`src/timer_event_pkg.sv`:
```
// Register map, field positions and reset values of the timer event block
package timer_event_pkg;
    localparam int          NUM_CHAN        = 4;
    localparam int          CNT_W           = 16;
    localparam logic [7:0]  CTRL_OFS        = 8'h00;
    localparam logic [7:0]  EVT_EN_OFS      = 8'h0C;
    localparam logic [7:0]  FLAGS_OFS       = 8'h10;
    localparam logic [7:0]  EVT_REQ_OFS     = 8'h14;
    localparam logic [7:0]  CHAN_MODE_OFS   = 8'h18;
    localparam logic [7:0]  COUNTER_OFS     = 8'h24;
    localparam logic [7:0]  PRESCALE_OFS    = 8'h28;
    localparam logic [7:0]  RELOAD_OFS      = 8'h2C;
    localparam logic [7:0]  CAPTURE_OFS     = 8'h30;
    localparam logic [7:0]  CAPTURE_END_OFS = 8'h3C;
    localparam int          CTRL_EN_BIT     = 0;
    localparam int          CTRL_UDIS_BIT   = 1;
    localparam int          CTRL_DOWN_BIT   = 4;
    localparam int          CTRL_CMS_LSB    = 5;
    localparam int          UPDATE_BIT      = 0;
    localparam int          CHAN_LSB        = 1;
    localparam int          TRIGGER_BIT     = 6;
    localparam int          REPEAT_LSB      = 9;
    localparam int          DMA_EN_LSB      = 9;
    localparam logic [15:0] EVT_REQ_MASK    = 16'h005F;
    localparam logic [15:0] FLAGS_MASK      = 16'h1E5F;
    localparam logic [15:0] EVT_EN_MASK     = 16'h1E1E;
    localparam logic [15:0] CTRL_MASK       = 16'h0073;
    localparam logic [15:0] CTRL_RST        = 16'h0000;
    localparam logic [15:0] EVT_EN_RST      = 16'h0000;
    localparam logic [15:0] FLAGS_RST       = 16'h0000;
    localparam logic [15:0] EVT_REQ_RST     = 16'h0000;
    localparam logic [3:0]  CHAN_MODE_RST   = 4'h0;
    localparam logic [15:0] PRESCALE_RST    = 16'h0000;
    localparam logic [15:0] RELOAD_RST      = 16'hFFFF;
endpackage

```
`src/capture_bus_if.sv`:
```
// Carrier between the event logic and the capture store
`timescale 1ns/1ps
interface capture_bus_if #(
    parameter int NCH = 4,
    parameter int W   = 16
);
    logic [NCH-1:0]         we;
    logic [W-1:0]           wdata;
    logic [$clog2(NCH)-1:0] raddr;
    logic [W-1:0]           rdata;
    modport store (input we, input wdata, input raddr, output rdata);
    modport user  (output we, output wdata, output raddr, input rdata);
endinterface

```
`src/capture_store.sv`:
```
// Per-channel capture value store with registered read port
`timescale 1ns/1ps
module capture_store
    import timer_event_pkg::*;
#(
    parameter int NCH = 4,
    parameter int W   = 16
) (
    input  wire logic        clk_i,
    input  wire logic        sys_rst_i,
    capture_bus_if.store     bus
);
    logic [W-1:0] mem [NCH];

    genvar g;
    generate
        for (g = 0; g < NCH; g++) begin : g_entry
            always_ff @(posedge clk_i) begin
                if (sys_rst_i) begin
                    mem[g] <= '0;
                end else if (bus.we[g]) begin
                    mem[g] <= bus.wdata;
                end
            end
        end
    endgenerate

    // Registered read keeps the bus mux off the storage path
    always_ff @(posedge clk_i) begin
        if (sys_rst_i) begin
            bus.rdata <= '0;
        end else begin
            bus.rdata <= mem[bus.raddr];
        end
    end
endmodule

```
`src/timer_event_gen.sv`:
```
// Timer counter with software event generation and status flags
// Function
// - Repeat flags for channels 1-4 at bits 9-12
// - Bit 0 write reinitialises counter, raises update
// - Update request clears itself after being taken
// - Update clears prescaler count, keeps division factor
// - Down counting update loads auto reload value
// - Up or center counting update clears counter
// - Bit 1 forces channel 1 event; zero ignored
// - Channel requests self-clear in hardware
// - Output channel: set flag, irq, dma if enabled
// - Input channel: capture counter, flag, irq, dma
// - Capture while flag set sets repeat flag
// - Bits 2-4 force channels 2-4 events
// - Bit 6 forces trigger, self-clears
// - Every enabled update event sets flag bit 0
// - Trigger sets flag bit 6, software clears
// - Repeat flags only in input capture, software clears
//
// Implementation choice: the APB interface to the registers.
`timescale 1ns/1ps
module timer_event_gen
    import timer_event_pkg::*;
#(
    parameter int NCH = NUM_CHAN,
    parameter int W   = CNT_W
) (
    input  wire logic           clk_i,
    input  wire logic           sys_rst_i,
    input  wire logic           psel_i,
    input  wire logic           penable_i,
    input  wire logic           pwrite_i,
    input  wire logic [7:0]     paddr_i,
    input  wire logic [31:0]    pwdata_i,
    output logic      [31:0]    prdata_o,
    output logic                pready_o,
    output logic                pslverr_o,
    output logic      [W-1:0]   counter_o,
    output logic                update_event_o,
    output logic                trigger_event_o,
    output logic      [NCH-1:0] chan_irq_o,
    output logic      [NCH-1:0] chan_dma_o
);
    logic [15:0]    ctrl;
    logic [15:0]    evt_en;
    logic [15:0]    flags;
    logic [15:0]    evt_req;
    logic [NCH-1:0] chan_input;
    logic [15:0]    prescale;
    logic [15:0]    auto_reload_value;
    logic [15:0]    psc_cnt;
    logic [W-1:0]   cnt;
    logic           center_down;
    logic           wr_en;
    logic           rd_en;
    logic           hit;
    logic [31:0]    next_rdata;
    logic           tick;
    logic           count_down;
    logic           center;
    logic           overflow;
    logic           update_request_bit;
    logic           trigger_request_bit;
    logic           update_evt;
    logic [NCH-1:0] chan_evt;
    logic [NCH-1:0] cap_read;
    logic [15:0]    flag_set;
    logic [15:0]    flag_clr;

    capture_bus_if #(.NCH(NCH), .W(W)) cap_bus ();

    capture_store #(.NCH(NCH), .W(W)) u_store (
        .clk_i     (clk_i),
        .sys_rst_i (sys_rst_i),
        .bus       (cap_bus.store)
    );

    // APB: one wait cycle so the registered capture read is ready
    assign wr_en = psel_i & penable_i & pready_o & pwrite_i;
    assign rd_en = psel_i & penable_i & pready_o & ~pwrite_i;
    assign cap_bus.raddr = paddr_i[$clog2(NCH)+1:2];

    always_comb begin
        next_rdata = 32'h0000_0000;
        hit        = 1'b1;
        if (paddr_i >= CAPTURE_OFS && paddr_i <= CAPTURE_END_OFS
            && paddr_i[1:0] == 2'h0) begin
            next_rdata[W-1:0] = cap_bus.rdata;
        end else begin
            unique case (paddr_i)
                CTRL_OFS:      next_rdata[15:0] = ctrl;
                EVT_EN_OFS:    next_rdata[15:0] = evt_en;
                FLAGS_OFS:     next_rdata[15:0] = flags;
                EVT_REQ_OFS:   next_rdata = 32'h0000_0000;
                CHAN_MODE_OFS: next_rdata[NCH-1:0] = chan_input;
                COUNTER_OFS:   next_rdata[W-1:0] = cnt;
                PRESCALE_OFS:  next_rdata[15:0] = prescale;
                RELOAD_OFS:    next_rdata[15:0] = auto_reload_value;
                default:       hit = 1'b0;
            endcase
        end
    end

    always_ff @(posedge clk_i) begin
        if (sys_rst_i) begin
            pready_o  <= 1'b0;
            prdata_o  <= 32'h0000_0000;
            pslverr_o <= 1'b0;
        end else begin
            pready_o  <= psel_i & penable_i & ~pready_o;
            prdata_o  <= pwrite_i ? 32'h0000_0000 : next_rdata;
            pslverr_o <= psel_i & penable_i & ~pready_o & ~hit;
        end
    end

    always_ff @(posedge clk_i) begin
        if (sys_rst_i) begin
            ctrl              <= CTRL_RST;
            evt_en            <= EVT_EN_RST;
            chan_input        <= CHAN_MODE_RST;
            prescale          <= PRESCALE_RST;
            auto_reload_value <= RELOAD_RST;
        end else if (wr_en) begin
            unique case (paddr_i)
                CTRL_OFS:      ctrl <= pwdata_i[15:0] & CTRL_MASK;
                EVT_EN_OFS:    evt_en <= pwdata_i[15:0] & EVT_EN_MASK;
                CHAN_MODE_OFS: chan_input <= pwdata_i[NCH-1:0];
                PRESCALE_OFS:  prescale <= pwdata_i[15:0];
                RELOAD_OFS:    auto_reload_value <= pwdata_i[15:0];
                default:       ;
            endcase
        end
    end

    // Request bits live one cycle, then drop with no software action
    always_ff @(posedge clk_i) begin
        if (sys_rst_i) begin
            evt_req <= EVT_REQ_RST;
        end else if (wr_en && paddr_i == EVT_REQ_OFS) begin
            evt_req <= pwdata_i[15:0] & EVT_REQ_MASK;
        end else begin
            evt_req <= EVT_REQ_RST;
        end
    end

    assign update_request_bit  = evt_req[UPDATE_BIT];
    assign trigger_request_bit = evt_req[TRIGGER_BIT];
    assign chan_evt = evt_req[CHAN_LSB +: NCH];

    assign center     = |ctrl[CTRL_CMS_LSB +: 2];
    assign count_down = ~center & ctrl[CTRL_DOWN_BIT];
    assign tick       = ctrl[CTRL_EN_BIT] & (psc_cnt == prescale);
    assign overflow   = tick & (center
        ? (center_down ? cnt == '0 : cnt == auto_reload_value[W-1:0])
        : (count_down  ? cnt == '0 : cnt == auto_reload_value[W-1:0]));
    // Update disable suppresses both natural and forced update events
    assign update_evt = (overflow | update_request_bit)
                        & ~ctrl[CTRL_UDIS_BIT];

    always_ff @(posedge clk_i) begin
        if (sys_rst_i) begin
            psc_cnt <= 16'h0000;
        end else if (update_request_bit || tick) begin
            psc_cnt <= 16'h0000;
        end else if (ctrl[CTRL_EN_BIT]) begin
            psc_cnt <= psc_cnt + 16'h0001;
        end
    end

    always_ff @(posedge clk_i) begin
        if (sys_rst_i) begin
            cnt         <= '0;
            center_down <= 1'b0;
        end else if (update_request_bit) begin
            center_down <= 1'b0;
            if (count_down) begin
                cnt <= auto_reload_value[W-1:0];
            end else begin
                cnt <= '0;
            end
        end else if (tick) begin
            if (center) begin
                if (overflow) begin
                    center_down <= ~center_down;
                    cnt <= center_down ? cnt + W'(1) : cnt - W'(1);
                end else begin
                    cnt <= center_down ? cnt - W'(1) : cnt + W'(1);
                end
            end else if (count_down) begin
                cnt <= overflow ? auto_reload_value[W-1:0] : cnt - W'(1);
            end else begin
                cnt <= overflow ? '0 : cnt + W'(1);
            end
        end
    end

    // Capture takes the count as it stands when the request is taken
    assign cap_bus.we    = chan_evt & chan_input;
    assign cap_bus.wdata = cnt;

    always_comb begin
        flag_set              = 16'h0000;
        flag_set[UPDATE_BIT]  = update_evt;
        flag_set[TRIGGER_BIT] = trigger_request_bit;
        flag_set[CHAN_LSB +: NCH] = chan_evt;
        // Repeat only when input mode and flag already high
        flag_set[REPEAT_LSB +: NCH] = chan_evt & chan_input
            & flags[CHAN_LSB +: NCH];
    end

    genvar g;
    generate
        for (g = 0; g < NCH; g++) begin : g_capread
            assign cap_read[g] = rd_en
                && paddr_i == CAPTURE_OFS + 8'(4 * g);
        end
    endgenerate

    always_comb begin
        flag_clr = 16'h0000;
        if (wr_en && paddr_i == FLAGS_OFS) begin
            flag_clr = ~pwdata_i[15:0] & FLAGS_MASK;
        end
        flag_clr[CHAN_LSB +: NCH] = flag_clr[CHAN_LSB +: NCH] | cap_read;
    end

    // Set wins over a clear in the same cycle
    always_ff @(posedge clk_i) begin
        if (sys_rst_i) begin
            flags <= FLAGS_RST;
        end else begin
            flags <= (flags & ~flag_clr) | flag_set;
        end
    end

    always_ff @(posedge clk_i) begin
        if (sys_rst_i) begin
            chan_irq_o      <= '0;
            chan_dma_o      <= '0;
            update_event_o  <= 1'b0;
            trigger_event_o <= 1'b0;
        end else begin
            chan_irq_o      <= chan_evt & evt_en[CHAN_LSB +: NCH];
            chan_dma_o      <= chan_evt & evt_en[DMA_EN_LSB +: NCH];
            update_event_o  <= update_evt;
            trigger_event_o <= trigger_request_bit;
        end
    end

    assign counter_o = cnt;
endmodule

```
`config.mk`:
```
export PLATFORM = sky130hd
export DESIGN_NAME = timer_event_gen
export DESIGN_NICKNAME = d
export VERILOG_FILES = /design/src/timer_event_pkg.sv /design/src/capture_bus_if.sv /design/src/capture_store.sv /design/src/timer_event_gen.sv
export SDC_FILE = /design/constraint.sdc
export NUM_CORES = 1
export LEC_CHECK = 0
export BUFFER_PORTS_ARGS = -buffer_cell sky130_fd_sc_hd__buf_4
export CORE_ASPECT_RATIO = 0.6
export CORE_MARGIN = 2
export CORE_UTILIZATION = 44
export CTS_CLUSTER_DIAMETER = 60
export DETAILED_ROUTE_END_ITERATION = 12
export SYNTH_ARGS = -nofsm -noshare
export SYNTH_HDL_FRONTEND = slang
export SYNTH_SLANG_ARGS = --single-unit
```
`constraint.sdc`:
```
create_clock -name clk_i -period 4.3 [get_ports clk_i]
set_clock_uncertainty 0.05 [all_clocks]
set_input_delay 0.215 -clock clk_i [delete_from_list [all_inputs] [get_ports clk_i]]
set_output_delay 0.215 -clock clk_i [all_outputs]
set_load 0.01 [all_outputs]
```
# Yosys cells after proc, flatten, opt, wreduce, memory -nomap -nowiden

Memory sizes are Yosys's and may differ from the RTL's. A register that Yosys moved wholly into a read port is not among the register bits.
Cells that the tools add are included.

Add/subtract/negate cells: 3
Magnitude comparators: 2
Equal/unequal tests: 13
Multiplexer cells: 37
Bitwise logic cells: 31
Reductions and logical operators: 25

Operators by type and width:

| operator                | count |
|---|---|
| $mux W16                | 15 |
| $pmux W12 S6            | 1 |
| $eq A8 B6 Y1 const B    | 7 |
| $add A16 B1 Y16 const B | 2 |
| $eq A16 B16 Y1          | 2 |
| $pmux W4 S7             | 1 |
| $eq A8 B5 Y1 const B    | 3 |
| $mux W1                 | 19 |
| $and A16 B16 Y16        | 1 |
| $and A4 B4 Y4           | 4 |
| $logic_not A16 Y1       | 1 |
| $not A16 Y16            | 1 |
| $or A16 B13 Y16         | 1 |
| $sub A16 B1 Y16 const B | 1 |
| $mux W13                | 1 |
| $not A13 Y13            | 1 |
| $and A1 B1 Y1           | 10 |
| $reduce_and A2 Y1       | 5 |
| $reduce_or A2 Y1        | 5 |
| $eq A8 B4 Y1 const B    | 1 |
| $ge A8 B6 Y1 const B    | 1 |
| $le A8 B6 Y1 const B    | 1 |
| $logic_and A1 B1 Y1     | 8 |
| $logic_not A8 Y1        | 1 |
| other kinds (8)         | 18 |

Flip-flop bits (word level): 148
Memory bits (writable): 64
Input port bits: 45
Output and inout port bits: 60
Word-level logic and storage cells: 130
Memories kept: 1

Memories:

| name        | depth | width | read ports | clocked after Yosys merged registers in | write ports | line                | RTL |
|---|---|---|---|---|---|---|---|
| u_store.mem | 4     | 16    | 1          | 1                                       | 4           | capture_store.sv:13 | `logic [W-1:0] mem [NCH];` |

# Longest topological paths before layout

Gate-level depths: netlist of the first run.

Depth in word-level cells: 11
Depth in mapped cells: 13
Depth with buffers taken out: 11

# Hierarchy

Synthesis of the first run repeated with hierarchy kept, for this count alone.

Cell total of the unflattened synthesis: 1,060
Area, all modules: 10,133.5 um2

By module, submodules not included:

| module          | times used | cells an instance | area each (um2) | seq. area each (um2) |
|---|---|---|---|---|
| timer_event_gen | 1          | 846               | 6,849.1         | 2,522.4 |
| capture_store   | 1          | 214               | 3,284.4         | 2,242.2 |

# Worst setup path after synthesis of the first run

Ideal clock, no wire load.

Kind: register -> register
Start: reg cnt[0], in the netlist counter_o[0]
End: reg cnt[11], in the netlist counter_o[11]
Setup time: 0.122 ns
Arrival: 2.623 ns
Required time: 4.128 ns
Path slack: 1.505 ns
Stages on the path, launching flop included: 13
Buffers on the path: 2
Clock period less this slack: 2.795 ns
Cells stage by stage: dfxtp_1 -> clkbuf_1 -> inv_1 -> ha_1 -> nor4b_1 -> nand4_1 -> or2_1 -> a21boi_2 -> nor3_4 -> nor2_2 -> buf_2 -> o21ai_0 -> a221o_1

Longest elaborated chain between the ends: 9
Elaborated cells between the ends (all ways): 17
Classes of those cells: 2 x add/sub; 1 x eq/ne; 12 x mux; 1 x bitwise; 1 x reduce/logical

RTL lines:

| item                                                                    | line                   | RTL |
|---|---|---|
| start: declaration                                                      | timer_event_gen.sv:52  | `logic [W-1:0] cnt;` |
| start signal: assignment                                                | timer_event_gen.sv:177 | `cnt <= auto_reload_value[W-1:0];` |
| start signal: assignment                                                | timer_event_gen.sv:185 | `cnt <= center_down ? cnt + W'(1) : cnt - W'(1);` |
| start signal: assignment                                                | timer_event_gen.sv:187 | `cnt <= center_down ? cnt - W'(1) : cnt + W'(1);` |
| parallel branches: the longest is 6 deep, another holds $add A16 B1 Y16 | n/a                    |  |
| $mux W16 *                                                              | timer_event_gen.sv:182 | `if (center) begin` |
| $mux W16 *                                                              | timer_event_gen.sv:181 | `end else if (tick) begin` |
| $mux W16 *                                                              | timer_event_gen.sv:174 | `end else if (update_request_bit) begin` |

Every way passes the cells marked *. The select of a mux whose other input is x is not followed.
A chain may end at the register's enable or synchronous reset.

# Worst setup path in the final report of the first run

Start: reg psc_cnt[1]
End: reg cnt[11], in the netlist counter_o[11]

Longest elaborated chain between the ends: 8
Elaborated cells between the ends (all ways): 11
Classes of those cells: 1 x eq/ne; 7 x mux; 2 x bitwise; 1 x reduce/logical

RTL lines:

| item                        | line                                           | RTL |
|---|---|---|
| start: declaration          | timer_event_gen.sv:51                          | `logic [15:0] psc_cnt;` |
| start signal: assignment    | timer_event_gen.sv:166                         | `psc_cnt <= psc_cnt + 16'h0001;` |
| $eq A16 B16 Y1 *            | timer_event_gen.sv:152                         | `assign tick = ctrl[CTRL_EN_BIT] & (psc_cnt == prescale);` |
| $and A1 B1 Y1 *             | timer_event_gen.sv:152                         |  |
| $and A1 B1 Y1               | timer_event_gen.sv:153                         | `assign overflow = tick & (center` |
| $mux W16 (on tied branches) | timer_event_gen.sv:192, timer_event_gen.sv:190 |  |
| $mux W16                    | timer_event_gen.sv:189                         | `end else if (count_down) begin` |
| $mux W16                    | timer_event_gen.sv:182                         |  |
| $mux W16                    | timer_event_gen.sv:181                         |  |
| $mux W16                    | timer_event_gen.sv:174                         |  |
| end signal: assignment      | timer_event_gen.sv:177                         |  |
| end signal: assignment      | timer_event_gen.sv:185                         |  |
| end signal: assignment      | timer_event_gen.sv:190                         | `cnt <= overflow ? auto_reload_value[W-1:0] : cnt - W'(1);` |

Mark *: on every way between the ends. The rest lies on a longest branch, timed or not. The select of a mux whose other input is x is not followed.

==> flow_summary.json, run 1 <==
{
  "use_met1_pct": 43.1,
  "status": "finished, final reports clean",
  "setup_viol": 0,
  "numCtsBuffers": 21,
  "antennaDiodeCount": 0,
  "met3_usage_pct": 5.84,
  "avgRoutedWirePerCell_um": 22.5,
  "final-max-slew-violation-count": 0,
  "layout.nets": 1204,
  "drv_cap": 0,
  "cts_buffer_depth": 3,
  "p_clk_share_pct": 44.6,
  "fmax_mhz": 283,
  "cts_sinks": 206,
  "grtUsageTotal_pct": 27.8,
  "cts-root-buf": "clkbuf_16",
  "p_sw_share_pct": 22.6,
  "place.gp.congestion": 0.918,
  "path_cells": "xor2_1 -> nor4_1 -> nand2_1 -> or4_1 -> nor3_4 -> nor2_2 -> buf_4 -> nand2_1 -> o21ai_0 -> a221o_1",
  "dieHeight_um": 122,
  "final_area_um2": 11800,
  "hold_viol": 0,
  "cts_setup_buffers": 0,
  "seq_power_share_pct": 50.7,
  "h-tree-depth": 1,
  "ys_seq_area_share_pct": 47.0,
  "antenna_found_initial": 1,
  "yosysTopAreaCell": "dfxtp_1",
  "syn_area_um2": 10100,
  "synth_edf_count": 64,
  "busiest_layer": "met1",
  "post-route-min-period_ns": 3.53,
  "rsz0062_at_grt": "no",
  "dieArea_um2": 24300,
  "min_path_type": "input port to flop",
  "power_switching_mw": 0.912,
  "fin_cells": 1477,
  "cts.clk_slew.worst_paths_ns": 0.06,
  "critPathMostFrequentCell": "nand2_1",
  "worst_slack_ns": 0.766,
  "core_um2": 22300,
  "fill_cells": 2055,
  "yosysWarnings": 0,
  "drcViolationCount": 0,
  "row_count": 42,
  "layout_commonest_cell": "dfxtp_1",
  "power_density_nw_per_um2": 341,
  "power_mw": 4.03,
  "tightest_slew_ns": 1.30,
  "pre_cts_slack_ns": 0.848,
  "finalCritPeriodShare_pct": 82.2,
  "critPathRequiredTime_ns": 4.63,
  "start_util_pct": 45.4,
  "intPower_mw": 3.12,
  "dpl-instance-area_um2": 11000,
  "setup_tns_ns": 0,
  "yosysUniqueCellTypes": 66,
  "syn_area_per_cell_um2": 9.33,
  "synthArstFlopShare_pct": 0,
  "drtIter0Drc": 976,
  "crit_path_max_incr_delay_ns": 0.81,
  "grt_pass1_wl_mm": 50.4,
  "clock_latency_ns": 0.51,
  "area_growth_pct": 16.6,
  "io_pins": 105,
  "cts_resized": 0,
  "synth.area.top_cells": "dfxtp_1, edfxtp_1, nand2_1",
  "layout-drive-gt1-share_pct": 15.4,
  "hpwl_mm": 22.6,
  "holdPathStages": 3,
  "drtPass1Iterations": 8,
  "synth-seq-cells": 206,
  "ant_nets": 0,
  "synth_top_area_share_pct": 28.0,
  "startpoint_type": "flop",
  "maxSlewHeadroom_pct": 13.0,
  "crit_type": "flop to flop",
  "hold_buffers": 18,
  "cts_tree": "built",
  "die_x_um": 200,
  "synth_ff_type": "dfxtp_1",
  "port-buffer-count": 72,
  "wl_mm": 33.2,
  "worstSetupEndpointType": "flop",
  "viasPerCell": 5.96,
  "reg2reg_depth": 10,
  "ir_worst_vdd_mv": 0.205,
  "dp.cells": 1422,
  "pwr-share-comb_pct": 4.7,
  "grt.overflow.total": 0,
  "num_vias": 8802,
  "grt_pass1_vias": 8078,
  "final_cell_mix": "dfxtp_1, nand2_1, buf_4",
  "cpMaxStageDelayCell": "or4_1",
  "path_max_fanout": 10,
  "grt_max_degree": 63,
  "grtUsageMet2_pct": 39.1,
  "crit_arrival_ns": 3.87,
  "power.leakage_nw": 4.62,
  "synthesis.instances": 1087
}
cell type report:
cell class                 instances  area [um2]  share of cell area, %
sequential                       206        4760                   40.3
timing repair buffer             131        1030                   8.70
tap                              308         385                   3.26
clock buffer                      32         588                   4.97
multi-input combinational        783        4960                   41.9
inverter                          12        45.0                  0.381
clock inverter                     5        58.8                  0.497
power groups by stage:
stage          sequential (mW)  clock, mW  combinational (mW)
2_1_floorplan             2.08          0               0.116
3_3_place_gp              2.09          0               0.172
3_5_place_dp              2.09          0               0.173
4_1_cts                   2.04       1.82               0.187
5_1_grt                   2.04       1.90               0.202
6_report                  2.04       1.80               0.189
layer usage:
metal  vias up  part of all wire [%]
li1       4025                     -
met1      4270                    46
met2       439                    41
met3        68                    10
met4         0                   2.5
met5         -                     0
stage by stage:
stage | hold slack (ns) | util [%]
6_report | 0.0646 | 53.0
5_1_grt | 0.0906 | 53.0
4_1_cts | 0.0528 | 53.0
3_5_place_dp | 0.403 | 49.3
3_3_place_gp | 0.402 | 49.3
2_1_floorplan | 0.287 | -
path summary, 6_finish.rpt:
kind	startpoint	end	slack, ns
setup / recovery	psc_cnt[1]	counter_o[11]	0.77
hold / removal	paddr_i[4]	pslverr_o	0.06
setup reg to reg	psc_cnt[1]	counter_o[11]	0.77
hold reg to reg	pready_o	pready_o	0.41
kinds of logic after synthesis:
group,after synthesis,share of synthesized area (%)
XOR/XNOR,71,6.13
other,1,0.0370
adder cells (fa/ha/maj),4,0.494
buffers and inverters,113,4.89
AO/OA/AOI/OAI,209,13.7
AND/OR/NAND/NOR,458,23.3
flip-flops,206,47.0
multiplexers,25,4.44
registers in the layout (all words and copies together), names as in the netlist, 5 cells and up:
name,flops
auto_reload_value,16
counter_o,16
ctrl,5
evt_en,8
evt_req,6
flags,10
prdata_o,16
prescale,16
psc_cnt,16
u_store.bus.rdata,16
u_store.mem,64
cell usage after synthesis, drive strengths merged, types with 12 or more instances:
| cell type | n |
|---|---|
| dfxtp | 142 |
| nand4 | 16 |
| edfxtp | 64 |
| nand2 | 138 |
| a22oi | 50 |
| xor2 | 25 |
| nor2b | 18 |
| inv | 12 |
| a21oi | 59 |
| nand3 | 44 |
| o21ai | 35 |
| clkbuf | 73 |
| nand3b | 20 |
| buf | 28 |
| a31oi | 12 |
| xnor2 | 46 |
| and3 | 70 |
| nor2 | 75 |
| and2 | 15 |
| mux4 | 16 |
| nor3 | 22 |
critical path: cells and delay by family, from the launching register on:
family	cells	cell delay (ns)
AND/OR/NAND/NOR	6	2.15
buffers and inverters	1	0.21
XOR/XNOR	1	0.10
AO/OA/AOI/OAI	2	0.44
flip-flops	1	0.45
Power figures use the tool's default switching activity.
==> run 2: changes to the inputs <==
Clock period 4.3 ns to 3 ns, I/O delays scaled along.
==> flow_summary.json, run 2 (synthesis gave the netlist of run 1 again) <==
{
  "hpwl_mm": 23.6,
  "min_path_type": "input port to flop",
  "avgRoutedWirePerCell_um": 22.4,
  "dieArea_um2": 24300,
  "viasPerCell": 5.89,
  "rsz0062_at_grt": "yes",
  "antenna_found_initial": 0,
  "critPathRequiredTime_ns": 3.34,
  "p_clk_share_pct": 45.3,
  "final_cell_mix": "buf_4, dfxtp_1, nand2_1",
  "num_vias": 9068,
  "antennaDiodeCount": 0,
  "drcViolationCount": 0,
  "drv_cap": 0,
  "crit_arrival_ns": 3.29,
  "top_register": "u_store.mem",
  "path_max_fanout": 8,
  "pwr-share-comb_pct": 4.8,
  "dieHeight_um": 122,
  "setup_viol": 0,
  "crit_type": "flop to flop",
  "cts-root-buf": "clkbuf_16",
  "cts_sinks": 206,
  "ir_worst_vdd_mv": 0.297,
  "maxSlewHeadroom_pct": 38.2,
  "finalCritPeriodShare_pct": 98.2,
  "drtPass1Iterations": 9,
  "place.gp.congestion": 0.911,
  "power.leakage_nw": 5.00,
  "dpl-instance-area_um2": 11400,
  "area_growth_pct": 23.9,
  "core_um2": 22300,
  "fin_cells": 1539,
  "ant_nets": 0,
  "final_area_um2": 12600,
  "grt_max_degree": 65,
  "fmax_mhz": 339,
  "drtIter0Drc": 1000,
  "worstSetupEndpointType": "flop",
  "cts_tree": "built",
  "p_sw_share_pct": 23.1,
  "layout-drive-gt1-share_pct": 22.1,
  "power_density_nw_per_um2": 468,
  "post-route-min-period_ns": 2.95,
  "dp.cells": 1474,
  "seq_power_share_pct": 49.8,
  "grt.overflow.total": 0,
  "largest_register_ffs": 64,
  "hold_viol": 0,
  "grt_pass1_vias": 8240,
  "final-max-slew-violation-count": 0,
  "layout.nets": 1265,
  "grtUsageTotal_pct": 28.4,
  "h-tree-depth": 1,
  "r2r_setup_slack_ns": 0.05,
  "die_x_um": 200,
  "clock_latency_ns": 0.51,
  "wl_mm": 34.5,
  "cts_buffer_depth": 3,
  "io_pins": 105,
  "startpoint_type": "flop",
  "start_util_pct": 45.4,
  "numCtsBuffers": 21,
  "pre_cts_slack_ns": -0.0500,
  "layout_commonest_cell": "buf_4",
  "worst_slack_ns": 0.0530,
  "setup_tns_ns": 0,
  "status": "finished, final reports clean",
  "port-buffer-count": 72,
  "power_switching_mw": 1.36,
  "grt_pass1_wl_mm": 51.4,
  "cts.clk_slew.worst_paths_ns": 0.07,
  "row_count": 42,
  "intPower_mw": 4.52,
  "tightest_slew_ns": 0.927
}
==> run 2: changes by cell type in the layout (fill, tap and decap cells not counted), sizes merged <==
cell	delta
buf	+58
bufinv	+1
clkbuf	-7
clkinv	+6
clkinvlp	+5
dlygate4sd3	+1
inv	-2
==> run 2: worst paths after layout <==
kind	end	start	cells after the start
setup reg to reg	counter_o[8]	psc_cnt[2]	12
setup / recovery	counter_o[8]	psc_cnt[2]	12
hold / removal	pslverr_o	paddr_i[7]	4
hold reg to reg	trigger_event_o	evt_req[6]	2
==> run 2: stage by stage <==
step	utilization (%)	power (mW)	hold WS, ns
floorplan	-	3.15	0.222
global placement	51.2	3.25	0.335
detailed placement	51.2	3.25	0.337
CTS	55.2	5.89	0.0359
global route	56.3	6.02	0.102
finish	56.3	5.87	0.0512
==> run 2: power by group through the flow <==
| stage | combinational, mW | sequential, mW | clock, mW |
|---|---|---|---|
| 2_1_floorplan | 0.166 | 2.98 | 0 |
| 3_3_place_gp | 0.256 | 2.99 | 0 |
| 3_5_place_dp | 0.256 | 2.99 | 0 |
| 4_1_cts | 0.276 | 2.93 | 2.68 |
| 5_1_grt | 0.303 | 2.93 | 2.78 |
| 6_report | 0.283 | 2.93 | 2.66 |
==> run 2: area by class of cell <==
class	instances	area (um2)
clock buffer	23	543
clock inverter	15	141
fill	1998	9770
inverter	12	45.0
multi-input combinational	783	5090
sequential	206	4770
tap	308	385
timing repair buffer	192	1580
==> run 2: worst max-delay path, stage by stage (launching register included) <==
cell and delay, ns:
dfxtp_4 0.35, xor2_2 0.18, nor4_4 0.36, buf_4 0.18, nand2_4 0.05, or4_4 0.55
buf_8 0.17, nor3_4 0.22, nor2_4 0.11, buf_12 0.15, nand2_1 0.06, o21ai_1 0.07
a221o_1 0.31
==> run 2: what timing repair did <==
action                     4_1_cts  5_1_grt
hold endpoints to repair        60        0
pin swaps                        0       14
setup endpoints to repair       13       16
cloned                           0        2
hold buffers                    19        0
gates resized for setup          2       44
setup buffers                    0        6
==> run 2: per-layer routing <==
layer / vias up / track usage, % / routed length, um
li1: 4138 / - / -
met5: - / 0 / 0
met1: 4355 / 43.1 / 15500
met4: 0 / 7.18 / 856
met3: 63 / 7.67 / 4000
met2: 512 / 39.4 / 14200
==> run 3: changes to the inputs <==
Settings changed: SYNTH_HIERARCHICAL set to 1.
==> flow_summary.json, run 3 <==
{
  "final-max-slew-violation-count": 0,
  "cts-root-buf": "clkbuf_16",
  "startpoint_type": "flop",
  "cts_sinks": 206,
  "multi_input_area_um2": 4990,
  "grt.overflow.total": 0,
  "ant_nets": 0,
  "syn_area_um2": 10100,
  "worstSetupEndpointType": "flop",
  "synthesis.instances": 1060,
  "pwr-share-comb_pct": 3.9,
  "start_util_pct": 45.4,
  "status": "finished, final reports clean",
  "avgRoutedWirePerCell_um": 20.6,
  "layout-drive-gt1-share_pct": 22.4,
  "yosysTopAreaCell": "dfxtp_1",
  "dpl-instance-area_um2": 11100,
  "io_pins": 105,
  "grt_pass1_vias": 7695,
  "clock_latency_ns": 0.50,
  "hold_viol": 0,
  "maxSlewHeadroom_pct": 28.4,
  "synth-seq-cells": 206,
  "drv_cap": 0,
  "cts.clk_slew.worst_paths_ns": 0.07,
  "grt_pass1_wl_mm": 46.8,
  "dieHeight_um": 122,
  "layout.nets": 1217,
  "core_um2": 22300,
  "post-route-min-period_ns": 2.91,
  "row_count": 42,
  "power.leakage_nw": 4.64,
  "cts_tree": "built",
  "final_area_um2": 12200,
  "place.gp.congestion": 0.924,
  "area_growth_pct": 19.9,
  "yosysUniqueCellTypes": 68,
  "fill_cells": 2013,
  "synth.area.top_cells": "dfxtp_1, edfxtp_1, mux2i_1",
  "seq_power_share_pct": 51.4,
  "synth_top_area_share_pct": 28.1,
  "critPathRequiredTime_ns": 3.40,
  "tightest_slew_ns": 1.07,
  "min_path_type": "input port to flop",
  "crit_type": "flop to flop",
  "fmax_mhz": 344,
  "drtPass1Iterations": 8,
  "cts_buffer_depth": 3,
  "numCtsBuffers": 21,
  "antenna_found_initial": 0,
  "yosysWarnings": 6,
  "pre_cts_slack_ns": 0.0561,
  "dieArea_um2": 24300,
  "largest_register_ffs": 64,
  "synth_edf_count": 64,
  "crit_arrival_ns": 3.31,
  "intPower_mw": 4.43,
  "ys_seq_area_share_pct": 47.0,
  "drcViolationCount": 0,
  "drtIter0Drc": 950,
  "final_cell_mix": "dfxtp_1, buf_4, nand2_1",
  "h-tree-depth": 1,
  "ir_worst_vdd_mv": 0.308,
  "worst_slack_ns": 0.0937,
  "syn_area_per_cell_um2": 9.56,
  "yosysMostFrequentCell": "dfxtp_1",
  "path_max_fanout": 5,
  "synth_common_cells": "dfxtp_1, nand2_1, and2_2, edfxtp_1, a21oi_1",
  "p_clk_share_pct": 44.7,
  "fin_util_pct": 54.4,
  "viasPerCell": 5.62,
  "wl_mm": 30.6,
  "power_density_nw_per_um2": 469,
  "grtUsageTotal_pct": 25.3,
  "final-seq-area_um2": 4770,
  "top_register": "u_store/mem",
  "synth_ff_type": "dfxtp_1",
  "antennaDiodeCount": 0,
  "grt_max_degree": 57,
  "num_vias": 8374,
  "hpwl_mm": 21.6,
  "layout_commonest_cell": "dfxtp_1",
  "power_switching_mw": 1.27,
  "finalCritPeriodShare_pct": 96.9,
  "port-buffer-count": 72,
  "p_sw_share_pct": 22.2,
  "die_x_um": 200,
  "synthArstFlopShare_pct": 0,
  "setup_viol": 0
}
run 3: cell types whose count changed after synthesis, moves of 21 or more:
| cell | change |
|---|---|
| o21ai_0 | -25 |
| mux2i_1 | +41 |
| and2_2 | +64 |
| clkbuf_1 | -21 |
| nor2_1 | -24 |
| and3_1 | -60 |
run 3: metal layers:
metal	vias to the layer above	global-route usage (%)	wire (um)
met5	-	0	0
met3	37	5.54	3110
met1	3978	40.9	15300
li1	3956	-	-
met2	403	34.1	11900
met4	0	4.40	410
run 3: final timing paths:
path                                     from              end  slack, ns  cells past startpoint
worst min register to register     evt_req[6]  trigger_event_o       0.38                      2
worst max-delay path            counter_o[10]     counter_o[3]       0.09                      9
worst min-delay path               paddr_i[4]        pslverr_o       0.05                      3
worst max register to register  counter_o[10]     counter_o[3]       0.09                      9
run 3: cells by family after synthesis:
kind of cell    Yosys count  synth area share, %
buf+inv                 105                 5.01
fa+ha+maj                 4                0.494
flops                   206                 47.0
compound gates          195                 12.6
xor+xnor                 75                 6.48
other cells               1               0.0370
mux                      56                 5.61
simple gates            418                 22.8
run 3: layout make-up:
class / instances / share of cell area, %
clock inverters: 9 / 0.422
flip-flops and latches: 206 / 39.2
inverters: 19 / 0.587
multi-input cells: 764 / 41.1
clock buffers: 28 / 5.05
repair buffers: 156 / 10.5
well taps: 308 / 3.17
run 3: repair_timing:
item                       CTS  global route
hold buffers                22             0
setup buffers                0             4
setup endpoints to repair    0             7
resized for setup            0            13
hold endpoints to repair    63             0
run 3: through the flow:
step           hold WS, ns  std cells  total power [mW]  TNS (ns)
4_1_cts             0.0385       1484              5.73         0
5_1_grt             0.0702       1490              5.88   -0.0160
2_1_floorplan        0.222       1075              3.11         0
6_report            0.0459       1490              5.70         0
3_3_place_gp         0.328       1425              3.19         0
3_5_place_dp         0.329       1425              3.19         0
run 3: power groups by stage:
stage               clock network, mW  registers (mW)  logic [mW]
finish                           2.55            2.93       0.225
global route                     2.71            2.93       0.241
CTS                              2.58            2.93       0.222
detailed placement                  0            2.99       0.199
global placement                    0            2.99       0.198
floorplan                           0            2.98       0.129
run 3: critical path: stages (launching register included):
cell and delay (ns):
dfxtp_1 0.31, or4_4 0.56, nand2b_4 0.18, nor4b_4 0.28, a211oi_2 0.06, or4b_4 0.61
buf_12 0.18, or3_4 0.36, o2111ai_1 0.09, a41o_1 0.18
